**src/pkg/ipt_pkg.sv**
```systemverilog
package ipt_pkg;
    // Configuration byte offsets
    localparam logic [7:0] BM_BASE_OFS = 8'h20;
    localparam logic [7:0] PRI_TIM_OFS = 8'h40;
    localparam logic [7:0] SEC_TIM_OFS = 8'h42;
    localparam logic [7:0] D1_TIM_OFS = 8'h44;

    // Reset values
    localparam logic [31:0] BM_BASE_RESET = 32'h0000_0001;
    localparam logic [15:0] CHAN_TIM_RESET = 16'h0000;
    localparam logic [7:0] D1_TIM_RESET = 8'h00;

    // Bus-master base register layout
    localparam int BM_BASE_LSB = 4;
    localparam int BM_BASE_MSB = 15;
    localparam logic BM_IO_FLAG = 1'b1;

    // Channel timing register layout
    localparam int DECODE_EN_BIT = 15;
    localparam int PER_DRIVE_BIT = 14;
    localparam int SAMPLE_LSB = 12;
    localparam int RECOV_LSB = 8;
    localparam int DMA_ONLY_D1_BIT = 7;
    localparam int PREFETCH_D1_BIT = 6;
    localparam int READY_D1_BIT = 5;
    localparam int FAST_D1_BIT = 4;
    localparam int DMA_ONLY_D0_BIT = 3;
    localparam int PREFETCH_D0_BIT = 2;
    localparam int READY_D0_BIT = 1;
    localparam int FAST_D0_BIT = 0;

    // Second drive timing layout, primary at 3:0, secondary at 7:4
    localparam int D1_SAMPLE_LSB = 2;
    localparam int D1_RECOV_LSB = 0;
    localparam int D1_CHAN_STRIDE = 4;

    // Legacy cable port addresses
    localparam logic [15:0] PRI_CMD_BASE = 16'h01f0;
    localparam logic [15:0] SEC_CMD_BASE = 16'h0170;
    localparam logic [15:0] PRI_CTL_ADDR = 16'h03f6;
    localparam logic [15:0] SEC_CTL_ADDR = 16'h0376;
    localparam logic [2:0] DATA_PORT_OFS = 3'h0;
    localparam logic [2:0] DRIVE_SEL_OFS = 3'h6;
    localparam int DRIVE_SEL_BIT = 4;

    // Compatible timing codes, slowest setting
    localparam logic [1:0] COMPAT16_SAMPLE_CODE = 2'h0;
    localparam logic [1:0] COMPAT16_RECOV_CODE = 2'h0;
    localparam logic [1:0] COMPAT8_SAMPLE_CODE = 2'h0;
    localparam logic [1:0] COMPAT8_RECOV_CODE = 2'h0;

    // Code 00 gives the largest count, each step one clock less
    localparam logic [2:0] SAMPLE_MAX_CLKS = 3'h5;
    localparam logic [2:0] RECOV_MAX_CLKS = 3'h4;

    typedef logic [2:0] ipt_cnt_t;

    function automatic ipt_cnt_t ipt_sample_clks(input logic [1:0] code);
        return SAMPLE_MAX_CLKS - {1'b0, code};
    endfunction

    function automatic ipt_cnt_t ipt_recov_clks(input logic [1:0] code);
        return RECOV_MAX_CLKS - {1'b0, code};
    endfunction
endpackage

```
**src/pkg/ipt_timing_if.sv**
```systemverilog
interface ipt_timing_if;
    logic start;
    ipt_pkg::ipt_cnt_t sample_clks;
    ipt_pkg::ipt_cnt_t recov_clks;
    logic ready_en;
    logic fast;
    logic prefetch;
    logic wr;
    logic busy;
    logic done;

    modport ctrl (
        output start,
        output sample_clks,
        output recov_clks,
        output ready_en,
        output fast,
        output prefetch,
        output wr,
        input busy,
        input done
    );

    modport timer (
        input start,
        input sample_clks,
        input recov_clks,
        input ready_en,
        input fast,
        input prefetch,
        input wr,
        output busy,
        output done
    );
endinterface

```
**src/verilog/ipt_cycle_timer.sv**
```systemverilog
module ipt_cycle_timer (
    // Clock and reset
    input wire logic mclk_i,
    input wire logic rst_n_i,
    // Timing selection from the controller
    ipt_timing_if.timer tif,
    // Cable side
    input wire logic iordy_i,
    output logic strobe_o,
    output logic fast_o,
    output logic prefetch_o,
    output logic wr_o
);
    typedef enum {ST_IDLE, ST_STROBE, ST_RECOV} ipt_state_e;

    ipt_state_e state_r;
    ipt_state_e state_nxt;
    ipt_pkg::ipt_cnt_t cnt_r;
    ipt_pkg::ipt_cnt_t cnt_nxt;
    ipt_pkg::ipt_cnt_t sample_r;
    ipt_pkg::ipt_cnt_t recov_r;
    logic ready_en_r;
    logic fast_r;
    logic prefetch_r;
    logic wr_r;
    logic ready_seen;
    logic sample_hit;
    logic latch;

    // RULE10: forced ready when off
    assign ready_seen = !ready_en_r || iordy_i;
    // RULE11: sample at set point
    assign sample_hit = (state_r == ST_STROBE) && (cnt_r >= sample_r)
                        && ready_seen;
    assign latch = (state_r == ST_IDLE) && tif.start;

    always_comb
    begin
        state_nxt = state_r;
        cnt_nxt = cnt_r;
        case (state_r)
            ST_IDLE:
            begin
                if (tif.start)
                begin
                    state_nxt = ST_STROBE;
                    cnt_nxt = 3'h1;
                end
            end
            // RULE6: strobe to first sample
            ST_STROBE:
            begin
                if (sample_hit)
                begin
                    state_nxt = ST_RECOV;
                    cnt_nxt = 3'h1;
                end
                else if (cnt_r < sample_r)
                begin
                    cnt_nxt = cnt_r + 3'h1;
                end
            end
            // RULE7: recovery before next strobe
            ST_RECOV:
            begin
                if (cnt_r >= recov_r)
                begin
                    state_nxt = ST_IDLE;
                end
                else
                begin
                    cnt_nxt = cnt_r + 3'h1;
                end
            end
            default:
            begin
                state_nxt = ST_IDLE;
                cnt_nxt = 3'h0;
            end
        endcase
    end

    always_ff @(posedge mclk_i)
    begin
        if (!rst_n_i)
        begin
            state_r <= ST_IDLE;
            cnt_r <= 3'h0;
        end
        else
        begin
            state_r <= state_nxt;
            cnt_r <= cnt_nxt;
        end
    end

    // RULE22: timing frozen per access
    always_ff @(posedge mclk_i)
    begin
        if (!rst_n_i)
        begin
            sample_r <= ipt_pkg::SAMPLE_MAX_CLKS;
            recov_r <= ipt_pkg::RECOV_MAX_CLKS;
            ready_en_r <= 1'b0;
            fast_r <= 1'b0;
            prefetch_r <= 1'b0;
            wr_r <= 1'b0;
        end
        else if (latch)
        begin
            sample_r <= tif.sample_clks;
            recov_r <= tif.recov_clks;
            ready_en_r <= tif.ready_en;
            fast_r <= tif.fast;
            prefetch_r <= tif.prefetch;
            wr_r <= tif.wr;
        end
    end

    assign tif.busy = (state_r != ST_IDLE);
    assign tif.done = sample_hit;
    assign strobe_o = (state_r == ST_STROBE);
    assign fast_o = fast_r;
    assign prefetch_o = prefetch_r;
    assign wr_o = wr_r;
endmodule // ipt_cycle_timer

```
**src/verilog/ipt_ide_timing.sv**
```systemverilog
// Behaviour
// RULE1: Base field bits 15:4 select I/O window
// RULE2: Base bit 0 reads one, I/O
// RULE3: Base bits 31:16, 3:2 read zero
// RULE4: Decode enable claims channel ports
// RULE5: Per-drive enable picks drive-1 register
// RULE6: Sample code gives 5,4,3,2 clocks
// RULE7: Recovery code gives 4,3,2,1 clocks
// RULE8: DMA-only bit limits fast to DMA
// RULE9: Prefetch/post only when bit set
// RULE10: Ready sampling off forces ready
// RULE11: Ready sampled for selected drive
// RULE12: Fast bank off uses 16-bit compatible
// RULE13: Fast bank on, selected, uses fast
// RULE14: Non-data ports use 8-bit compatible
// RULE15: Separate channel registers at 40h, 42h
// RULE16: Drive-1 register idle unless enabled
// RULE17: Secondary drive-1 sample in 7:6
// RULE18: Secondary drive-1 recovery in 5:4
// RULE19: Primary drive-1 sample in 3:2
// RULE20: Primary drive-1 recovery in 1:0
// RULE21: Timing registers reset to zero
// RULE22: Timing held stable during access
module ipt_ide_timing (
    // Clock and reset
    input wire logic mclk_i,
    input wire logic rst_n_i,
    // Configuration space access
    input wire logic cfg_req_i,
    input wire logic cfg_wr_i,
    input wire logic [7:0] cfg_addr_i,
    input wire logic [3:0] cfg_be_i,
    input wire logic [31:0] cfg_wdata_i,
    output logic [31:0] cfg_rdata_o,
    output logic cfg_rvalid_o,
    // PCI I/O cycle requests
    input wire logic io_req_i,
    input wire logic [15:0] io_addr_i,
    input wire logic io_wr_i,
    input wire logic io_dma_i,
    input wire logic [7:0] io_wdata_i,
    output logic io_claim_o,
    output logic io_ack_o,
    output logic bm_hit_o,
    // Cable side, index 0 primary, 1 secondary
    input wire logic [1:0] iordy_i,
    output logic [1:0] strobe_o,
    output logic [1:0] wr_o,
    output logic [1:0] fast_o,
    output logic [1:0] prefetch_o,
    output logic [1:0] busy_o,
    output logic [1:0] done_o,
    output logic [1:0] drive_sel_o
);
    logic [ipt_pkg::BM_BASE_MSB:ipt_pkg::BM_BASE_LSB] bm_base_r;
    logic [1:0][15:0] chan_tim_r;
    logic [7:0] d1_tim_r;
    logic [1:0] drive_sel_r;
    logic [31:0] cfg_rdata_r;
    logic cfg_rvalid_r;
    logic [1:0] hit;
    logic [1:0] acc;
    logic [1:0] sel_wr;

    // Configuration decode
    wire cfg_wr = cfg_req_i && cfg_wr_i;
    wire cfg_rd = cfg_req_i && !cfg_wr_i;
    wire sel_bm = (cfg_addr_i[7:2] == ipt_pkg::BM_BASE_OFS[7:2]);
    wire sel_tim = (cfg_addr_i[7:2] == ipt_pkg::PRI_TIM_OFS[7:2]);
    wire sel_d1 = (cfg_addr_i[7:2] == ipt_pkg::D1_TIM_OFS[7:2]);

    // RULE2: I/O space flag
    // RULE3: reserved bits read zero
    wire [31:0] bm_read = {16'h0000, bm_base_r, 3'h0, ipt_pkg::BM_IO_FLAG};
    // RULE15: both channels in one word
    wire [31:0] tim_read = {chan_tim_r[1], chan_tim_r[0]};
    wire [31:0] d1_read = {24'h00_0000, d1_tim_r};
    // Unmapped offsets read as zero
    wire [31:0] cfg_read = sel_bm ? bm_read :
                           sel_tim ? tim_read :
                           sel_d1 ? d1_read : 32'h0000_0000;

    // RULE1: base field writes
    always_ff @(posedge mclk_i)
    begin
        if (!rst_n_i)
        begin
            bm_base_r <= ipt_pkg::BM_BASE_RESET[15:4];
        end
        else if (cfg_wr && sel_bm)
        begin
            if (cfg_be_i[0])
            begin
                bm_base_r[7:4] <= cfg_wdata_i[7:4];
            end
            if (cfg_be_i[1])
            begin
                bm_base_r[15:8] <= cfg_wdata_i[15:8];
            end
        end
    end

    // RULE15: per-channel timing writes
    // RULE21: zero after reset
    always_ff @(posedge mclk_i)
    begin
        if (!rst_n_i)
        begin
            chan_tim_r[0] <= ipt_pkg::CHAN_TIM_RESET;
            chan_tim_r[1] <= ipt_pkg::CHAN_TIM_RESET;
            d1_tim_r <= ipt_pkg::D1_TIM_RESET;
        end
        else if (cfg_wr)
        begin
            if (sel_tim && cfg_be_i[0])
            begin
                chan_tim_r[0][7:0] <= cfg_wdata_i[7:0];
            end
            if (sel_tim && cfg_be_i[1])
            begin
                chan_tim_r[0][15:8] <= cfg_wdata_i[15:8];
            end
            if (sel_tim && cfg_be_i[2])
            begin
                chan_tim_r[1][7:0] <= cfg_wdata_i[23:16];
            end
            if (sel_tim && cfg_be_i[3])
            begin
                chan_tim_r[1][15:8] <= cfg_wdata_i[31:24];
            end
            if (sel_d1 && cfg_be_i[0])
            begin
                d1_tim_r <= cfg_wdata_i[7:0];
            end
        end
    end

    // Read data registered, answer one cycle later
    always_ff @(posedge mclk_i)
    begin
        if (!rst_n_i)
        begin
            cfg_rdata_r <= 32'h0000_0000;
            cfg_rvalid_r <= 1'b0;
        end
        else
        begin
            cfg_rvalid_r <= cfg_rd;
            if (cfg_rd)
            begin
                cfg_rdata_r <= cfg_read;
            end
        end
    end

    assign cfg_rdata_o = cfg_rdata_r;
    assign cfg_rvalid_o = cfg_rvalid_r;

    // RULE1: 16-byte window match
    assign bm_hit_o = io_req_i
                      && (io_addr_i[15:4] == bm_base_r);

    ipt_timing_if tif [2] ();

    genvar g;
    generate
        for (g = 0; g < 2; g++)
        begin : g_chan
            wire [15:0] tim = chan_tim_r[g];
            wire [15:0] cmd_base = (g == 0) ? ipt_pkg::PRI_CMD_BASE
                                            : ipt_pkg::SEC_CMD_BASE;
            wire [15:0] ctl_addr = (g == 0) ? ipt_pkg::PRI_CTL_ADDR
                                            : ipt_pkg::SEC_CTL_ADDR;
            wire cmd_hit = (io_addr_i[15:3] == cmd_base[15:3]);
            wire ctl_hit = (io_addr_i == ctl_addr);
            wire data_port = cmd_hit
                             && (io_addr_i[2:0] == ipt_pkg::DATA_PORT_OFS);
            wire drv = drive_sel_r[g];

            // RULE4: positive decode when enabled
            assign hit[g] = io_req_i && tim[ipt_pkg::DECODE_EN_BIT]
                            && (cmd_hit || ctl_hit);
            assign acc[g] = hit[g] && !tif[g].busy;

            // Shadow of the drive-select bit, taken on accepted writes
            assign sel_wr[g] = acc[g] && io_wr_i && cmd_hit
                               && (io_addr_i[2:0] == ipt_pkg::DRIVE_SEL_OFS);
            always_ff @(posedge mclk_i)
            begin
                if (!rst_n_i)
                begin
                    drive_sel_r[g] <= 1'b0;
                end
                else if (sel_wr[g])
                begin
                    drive_sel_r[g] <= io_wdata_i[ipt_pkg::DRIVE_SEL_BIT];
                end
            end

            // RULE5: drive 1 uses its own register
            // RULE16: only with per-drive enable
            wire use_d1 = tim[ipt_pkg::PER_DRIVE_BIT] && drv;
            // RULE17: secondary sample 7:6
            // RULE19: primary sample 3:2
            wire [1:0] d1_sample = d1_tim_r[ipt_pkg::D1_CHAN_STRIDE * g
                                   + ipt_pkg::D1_SAMPLE_LSB +: 2];
            // RULE18: secondary recovery 5:4
            // RULE20: primary recovery 1:0
            wire [1:0] d1_recov = d1_tim_r[ipt_pkg::D1_CHAN_STRIDE * g
                                  + ipt_pkg::D1_RECOV_LSB +: 2];
            wire [1:0] sample_code = use_d1 ? d1_sample
                                     : tim[ipt_pkg::SAMPLE_LSB +: 2];
            wire [1:0] recov_code = use_d1 ? d1_recov
                                    : tim[ipt_pkg::RECOV_LSB +: 2];

            wire dma_only = drv ? tim[ipt_pkg::DMA_ONLY_D1_BIT]
                                : tim[ipt_pkg::DMA_ONLY_D0_BIT];
            wire fast_bank = drv ? tim[ipt_pkg::FAST_D1_BIT]
                                 : tim[ipt_pkg::FAST_D0_BIT];
            wire pp_en = drv ? tim[ipt_pkg::PREFETCH_D1_BIT]
                             : tim[ipt_pkg::PREFETCH_D0_BIT];
            wire rdy_en = drv ? tim[ipt_pkg::READY_D1_BIT]
                              : tim[ipt_pkg::READY_D0_BIT];

            // RULE8: DMA-only keeps PIO compatible
            // RULE13: fast for selected drive
            wire fast = data_port && fast_bank && (io_dma_i || !dma_only);
            // RULE12: data port compatible 16-bit
            // RULE14: other ports compatible 8-bit
            wire [1:0] eff_sample = fast ? sample_code :
                                    data_port ?
                                    ipt_pkg::COMPAT16_SAMPLE_CODE :
                                    ipt_pkg::COMPAT8_SAMPLE_CODE;
            wire [1:0] eff_recov = fast ? recov_code :
                                   data_port ?
                                   ipt_pkg::COMPAT16_RECOV_CODE :
                                   ipt_pkg::COMPAT8_RECOV_CODE;

            assign tif[g].start = acc[g];
            // RULE6: sample-point count
            assign tif[g].sample_clks = ipt_pkg::ipt_sample_clks(eff_sample);
            // RULE7: recovery count
            assign tif[g].recov_clks = ipt_pkg::ipt_recov_clks(eff_recov);
            // RULE10: ready sampling enable per drive
            assign tif[g].ready_en = rdy_en;
            assign tif[g].fast = fast;
            // RULE9: prefetch/post on data port
            assign tif[g].prefetch = data_port && pp_en;
            assign tif[g].wr = io_wr_i;

            ipt_cycle_timer u_timer (
                .mclk_i(mclk_i),
                .rst_n_i(rst_n_i),
                .tif(tif[g]),
                .iordy_i(iordy_i[g]),
                .strobe_o(strobe_o[g]),
                .fast_o(fast_o[g]),
                .prefetch_o(prefetch_o[g]),
                .wr_o(wr_o[g])
            );

            assign busy_o[g] = tif[g].busy;
            assign done_o[g] = tif[g].done;
        end
    endgenerate

    // Unclaimed cycles fall through to ISA outside this block
    assign io_claim_o = |hit;
    assign io_ack_o = |acc;
    assign drive_sel_o = drive_sel_r;
endmodule // ipt_ide_timing
```
**config.mk**
```make
export PLATFORM = sky130hd
export DESIGN_NAME = ipt_ide_timing
export DESIGN_NICKNAME = d
export VERILOG_FILES = /design/src/pkg/ipt_pkg.sv /design/src/pkg/ipt_timing_if.sv /design/src/verilog/ipt_cycle_timer.sv /design/src/verilog/ipt_ide_timing.sv
export SDC_FILE = /design/constraint.sdc
export NUM_CORES = 1
export LEC_CHECK = 0
export BUFFER_PORTS_ARGS = -buffer_cell sky130_fd_sc_hd__buf_2
export CORE_MARGIN = 4
export CORE_UTILIZATION = 56
export CTS_BUF_LIST = sky130_fd_sc_hd__clkbuf_4 sky130_fd_sc_hd__clkbuf_8
export DETAILED_ROUTE_END_ITERATION = 12
export MAX_ROUTING_LAYER = met4
export PLACE_DENSITY = 0.81
export SETUP_SLACK_MARGIN = 0.05
export SLEW_MARGIN = 25
export SYNTH_ARGS = -nofsm -noshare
export SYNTH_HDL_FRONTEND = slang
export SYNTH_HIERARCHICAL = 1
export SYNTH_SLANG_ARGS = --single-unit
```
**constraint.sdc**
```tcl
create_clock -name mclk_i -period 1.8 [get_ports mclk_i]
set_input_delay 0 -clock mclk_i [delete_from_list [all_inputs] [get_ports mclk_i]]
set_output_delay 0 -clock mclk_i [all_outputs]
set_load 0.005 [all_outputs]
```
==> results.md <==
- Pwr Total: ~5500 uW
- Mapped Area: between 5000 and 6000 um^2
- Drt total wl: ~17 mm
- Synthesis Warnings: 6
- Clock Sinks: between 100 and 150
- Sequential cell area fraction in the yosys report: 0.4072
- PortBufs: about 120
- Hold EP: cfg_rvalid_o$_SDFF_PN0_
- Kind of end point of the critical path: primary output
- Die extent in y: 109.3 um
- FF-to-FF Start: g_chan[0].u_timer/cnt_r[2]$_SDFFE_PN0P_
- Nets: 926
- First-pass GRT wire length: 26.69 mm
- Clk slew on worst S/H paths: about 0.07 ns
- Syn_area_per_cell: a little under 9 um^2
- Vias: 5622
- Residual DRC count: 0
- Max Cap Viol: 0
- EDFF count, synth: 0
- Area growth syn-to-layout: 32.35%
- GR Layer Usage met2: 0.4760
- Max rail drop VDD: approximately 0.00064 V
- Clock root cell: clkbuf_8
- DR pass1 iterations: 5
- Main flop type after synthesis: dfxtp_1
- Flip-flop and latch area: 2356 um^2
- Slew HR: 0.6743
- PD cells: 724.8 nW/um^2
- Initial Util: 0.5804
- Syn nets: 749
- Worst-path maximum fanout: 3
- Leak: roughly 0.0032 uW
- IO Pins: 127
- CP required: roughly 1.8 ns
- Largest net degree at the start of global routing: 44
- CP Launch Type: flop
- Antenna viol nets, final: 0
- Vias in the first global route: around 5400
- Hold Path Class: in2reg
- CTS max path bufs: 2
- Finished Cell Area: ~7600 um^2
- GRT Overall Usage: 0.2959
- H-tree depth: 4
- Status: completed
- Vias per std cell: about 5.7
- RR Endpoint: g_chan[0].u_timer/cnt_r[1]$_SDFFE_PN0P_
- Reg2Reg Depth: 6
- Hold Violations, Final: 0
- Multi-input gate area: approximately 3300 um^2
- Max Fclk: roughly 570 MHz
- Wire per inst: roughly 18 um
- CTS tree: yes
- Core Box Area: 9910 um^2
- Bufs and invs on worst path: 3
- Antenna violations before repair: 0
- M1 GR Usage: 0.3681
- Worst setup path category: reg2out
- TritonCTS Buffers: 17
- Unrepaired setup endpoints after global routing: true
- DIE WIDTH: between 100 and 150 um
- Post-placement cell area: around 6600 um^2
- Synth async-reset ratio: 0
- Min-Delay Path Depth: 4
- Row count: 36
- Clock Latency Late Sink: between 0.4 and 0.5 ns
- Worst-path cell with the longest stage delay: dfxtp_2
- Top cell type's share of synthesized area: 0.4072
- Flops & latches, synth: roughly 120
- Met3 usage: 0.06929
- Worst slew pin tran: just under 0.5 ns
- Die ar.: ~12000 um^2
- Placer Congestion: roughly 0.96
- Worst path top cell family by delay: flip-flops
- Critical path depth in cells: 8
- Worst hold start: cfg_wr_i
- Minimum clock period: roughly 1.8 ns
- Top cell type by total area after synthesis: dfxtp_1
- Final period utilization: 0.9788
- Max Slew Vio Count: 0
- Busiest layer in global routing: met2
- Crit path DAT: between 1.5 and 2 ns
- CP max stage delay: approximately 0.35 ns
- CP Cell Sequence: inv_2 -> ha_4 -> nand2b_4 -> a211oi_4 -> nor2_1 -> nand2_1 -> inv_1 -> buf_2
- Top post-synthesis cells by area: dfxtp_1 (41%), nand2_1 (6.9%), mux2i_1 (6.1%)
- Post-Synthesis Cells: roughly 660
- R2r setup slk: 0.07 ns
- Commonest cells after routing, fill and taps aside: buf_2 (117), dfxtp_1 (108), nand2_1 (105)
- # setup viols final: 0
- Leading cell type in the layout, fill and taps excluded: buf_2
- Layout cell share with drive strength beyond 1: 0.2931
- Netlist cell types: 54
- Filler cell count in the final layout: just under 700
- Skew final: about 0.013 ns
- Dpl hpwl: 11.75 mm
- DRT iter0 DRCs: 387
- Overflow after GRT: 0
-- where the power goes --
group	internal [uW]	switching, uW
Sequential	2600	5.62
Combinational	172	183
Clock	1420	1140
Total	4190	1330
-- kinds of logic after synthesis --
logic type / count (synthesis) / synth area share
adders and majority gates: 16 / 0.03480
xor gates and xnor gates: 14 / 0.02132
buffers and inverters: 63 / 0.04764
muxes: 41 / 0.07266
DFF: 117 / 0.4072
and+or+nand+nor: 270 / 0.2458
AOI/OAI and AO/OA: 135 / 0.1705
-- cell usage after synthesis, types with 3 or more instances --
| cell | count |
|---|---|
| dfxtp_1 | 117 |
| nand2_1 | 105 |
| nand3_1 | 55 |
| mux2i_1 | 35 |
| nor2b_1 | 33 |
| o21ai_0 | 29 |
| clkbuf_1 | 23 |
| a21oi_1 | 21 |
| inv_1 | 21 |
| a21boi_1 | 18 |
| nor2_1 | 18 |
| ha_1 | 16 |
| a22o_1 | 12 |
| a21boi_0 | 10 |
| a221oi_1 | 9 |
| buf_2 | 9 |
| nand2b_1 | 9 |
| nand3b_1 | 8 |
| nand4_1 | 8 |
| o211ai_1 | 8 |
| xnor2_1 | 8 |
| buf_4 | 7 |
| mux2_2 | 6 |
| xor2_1 | 6 |
| nor4_1 | 5 |
| and2_1 | 4 |
| o211ai_2 | 4 |
| o31ai_1 | 4 |
| a31oi_1 | 3 |
| and4_1 | 3 |
| nor3_1 | 3 |
-- layer usage --
metal / wire length (um) / part of all wire / vias up
met5: 0 / 0 / -
met4: 319 / 0.019 / 0
met3: 1153 / 0.067 / 37
met2: 8381 / 0.49 / 240
met1: 7354 / 0.43 / 2685
li1: - / - / 2660
-- worst max path at each step --
stage	startpoint	end	slack [ns]
floorplan	g_chan[0].u_timer/cnt_r[0]$_SDFFE_PN0P_	g_chan[0].u_timer/cnt_r[0]$_SDFFE_PN0P_	0.15
global placement	io_addr_i[12]	g_chan[0].u_timer/cnt_r[1]$_SDFFE_PN0P_	0.04
detailed placement	g_chan[0].u_timer/cnt_r[0]$_SDFFE_PN0P_	g_chan[0].u_timer/cnt_r[0]$_SDFFE_PN0P_	-0.02
CTS	g_chan[1].u_timer/cnt_r[2]$_SDFFE_PN0P_	done_o[1]	0.04
global route	g_chan[1].u_timer/sample_r[0]$_SDFFE_PN1P_	done_o[1]	-0.03
finish	g_chan[0].u_timer/cnt_r[0]$_SDFFE_PN0P_	done_o[0]	0.04
-- layout make-up --
| cell class | count | area share |
|---|---|---|
| multi-input combinational | 476 | 0.4300 |
| sequential | 117 | 0.3095 |
| timing repair buffer | 198 | 0.1714 |
| clock buffer | 18 | 0.03254 |
| clock inverter | 14 | 0.02268 |
| tap | 133 | 0.02186 |
| inverter | 23 | 0.01167 |
| antenna | 1 | 0.0003287 |
-- what timing repair did --
item | 4_1_cts | 5_1_grt
hold buffers | 38 | 0
pin swaps | 6 | 4
hold endpoints to repair | 58 | 0
buffers inserted | 10 | 3
gates resized for setup | 14 | 20
gates cloned | 0 | 0
endpoints found under the setup margin | 10 | 28
-- per-stage QoR --
stage	hold WS [ns]	cells	setup WS [ns]	util	setup TNS, ns
2_1_floorplan	0.07183	656	0.1476	-	0
3_3_place_gp	0.2170	896	0.03831	0.6614	0
3_5_place_dp	0.2283	896	-0.02017	0.6614	-0.04112
4_1_cts	0.01226	976	0.03554	0.7564	0
5_1_grt	0.04247	979	-0.03231	0.7679	-0.07850
6_report	0.04023	980	0.03815	0.7682	0
-- registers in the layout, summed over array words and instances, names as in the netlist, 4 cells and up --
name                     flops
bm_base_r                   12
cfg_rdata_o                 32
d1_tim_r                     8
g_chan.tim                  32
g_chan.u_timer/cnt_r         6
g_chan.u_timer/recov_r       6
g_chan.u_timer/sample_r      6
g_chan.u_timer/state_r       4
-- worst min-delay path, stage by stage --
cell     delay (ns)
buf_2          0.10
nor2b_1        0.06
nand2_1        0.21
inv_1          0.06
(Power assumes the default switching activity.)
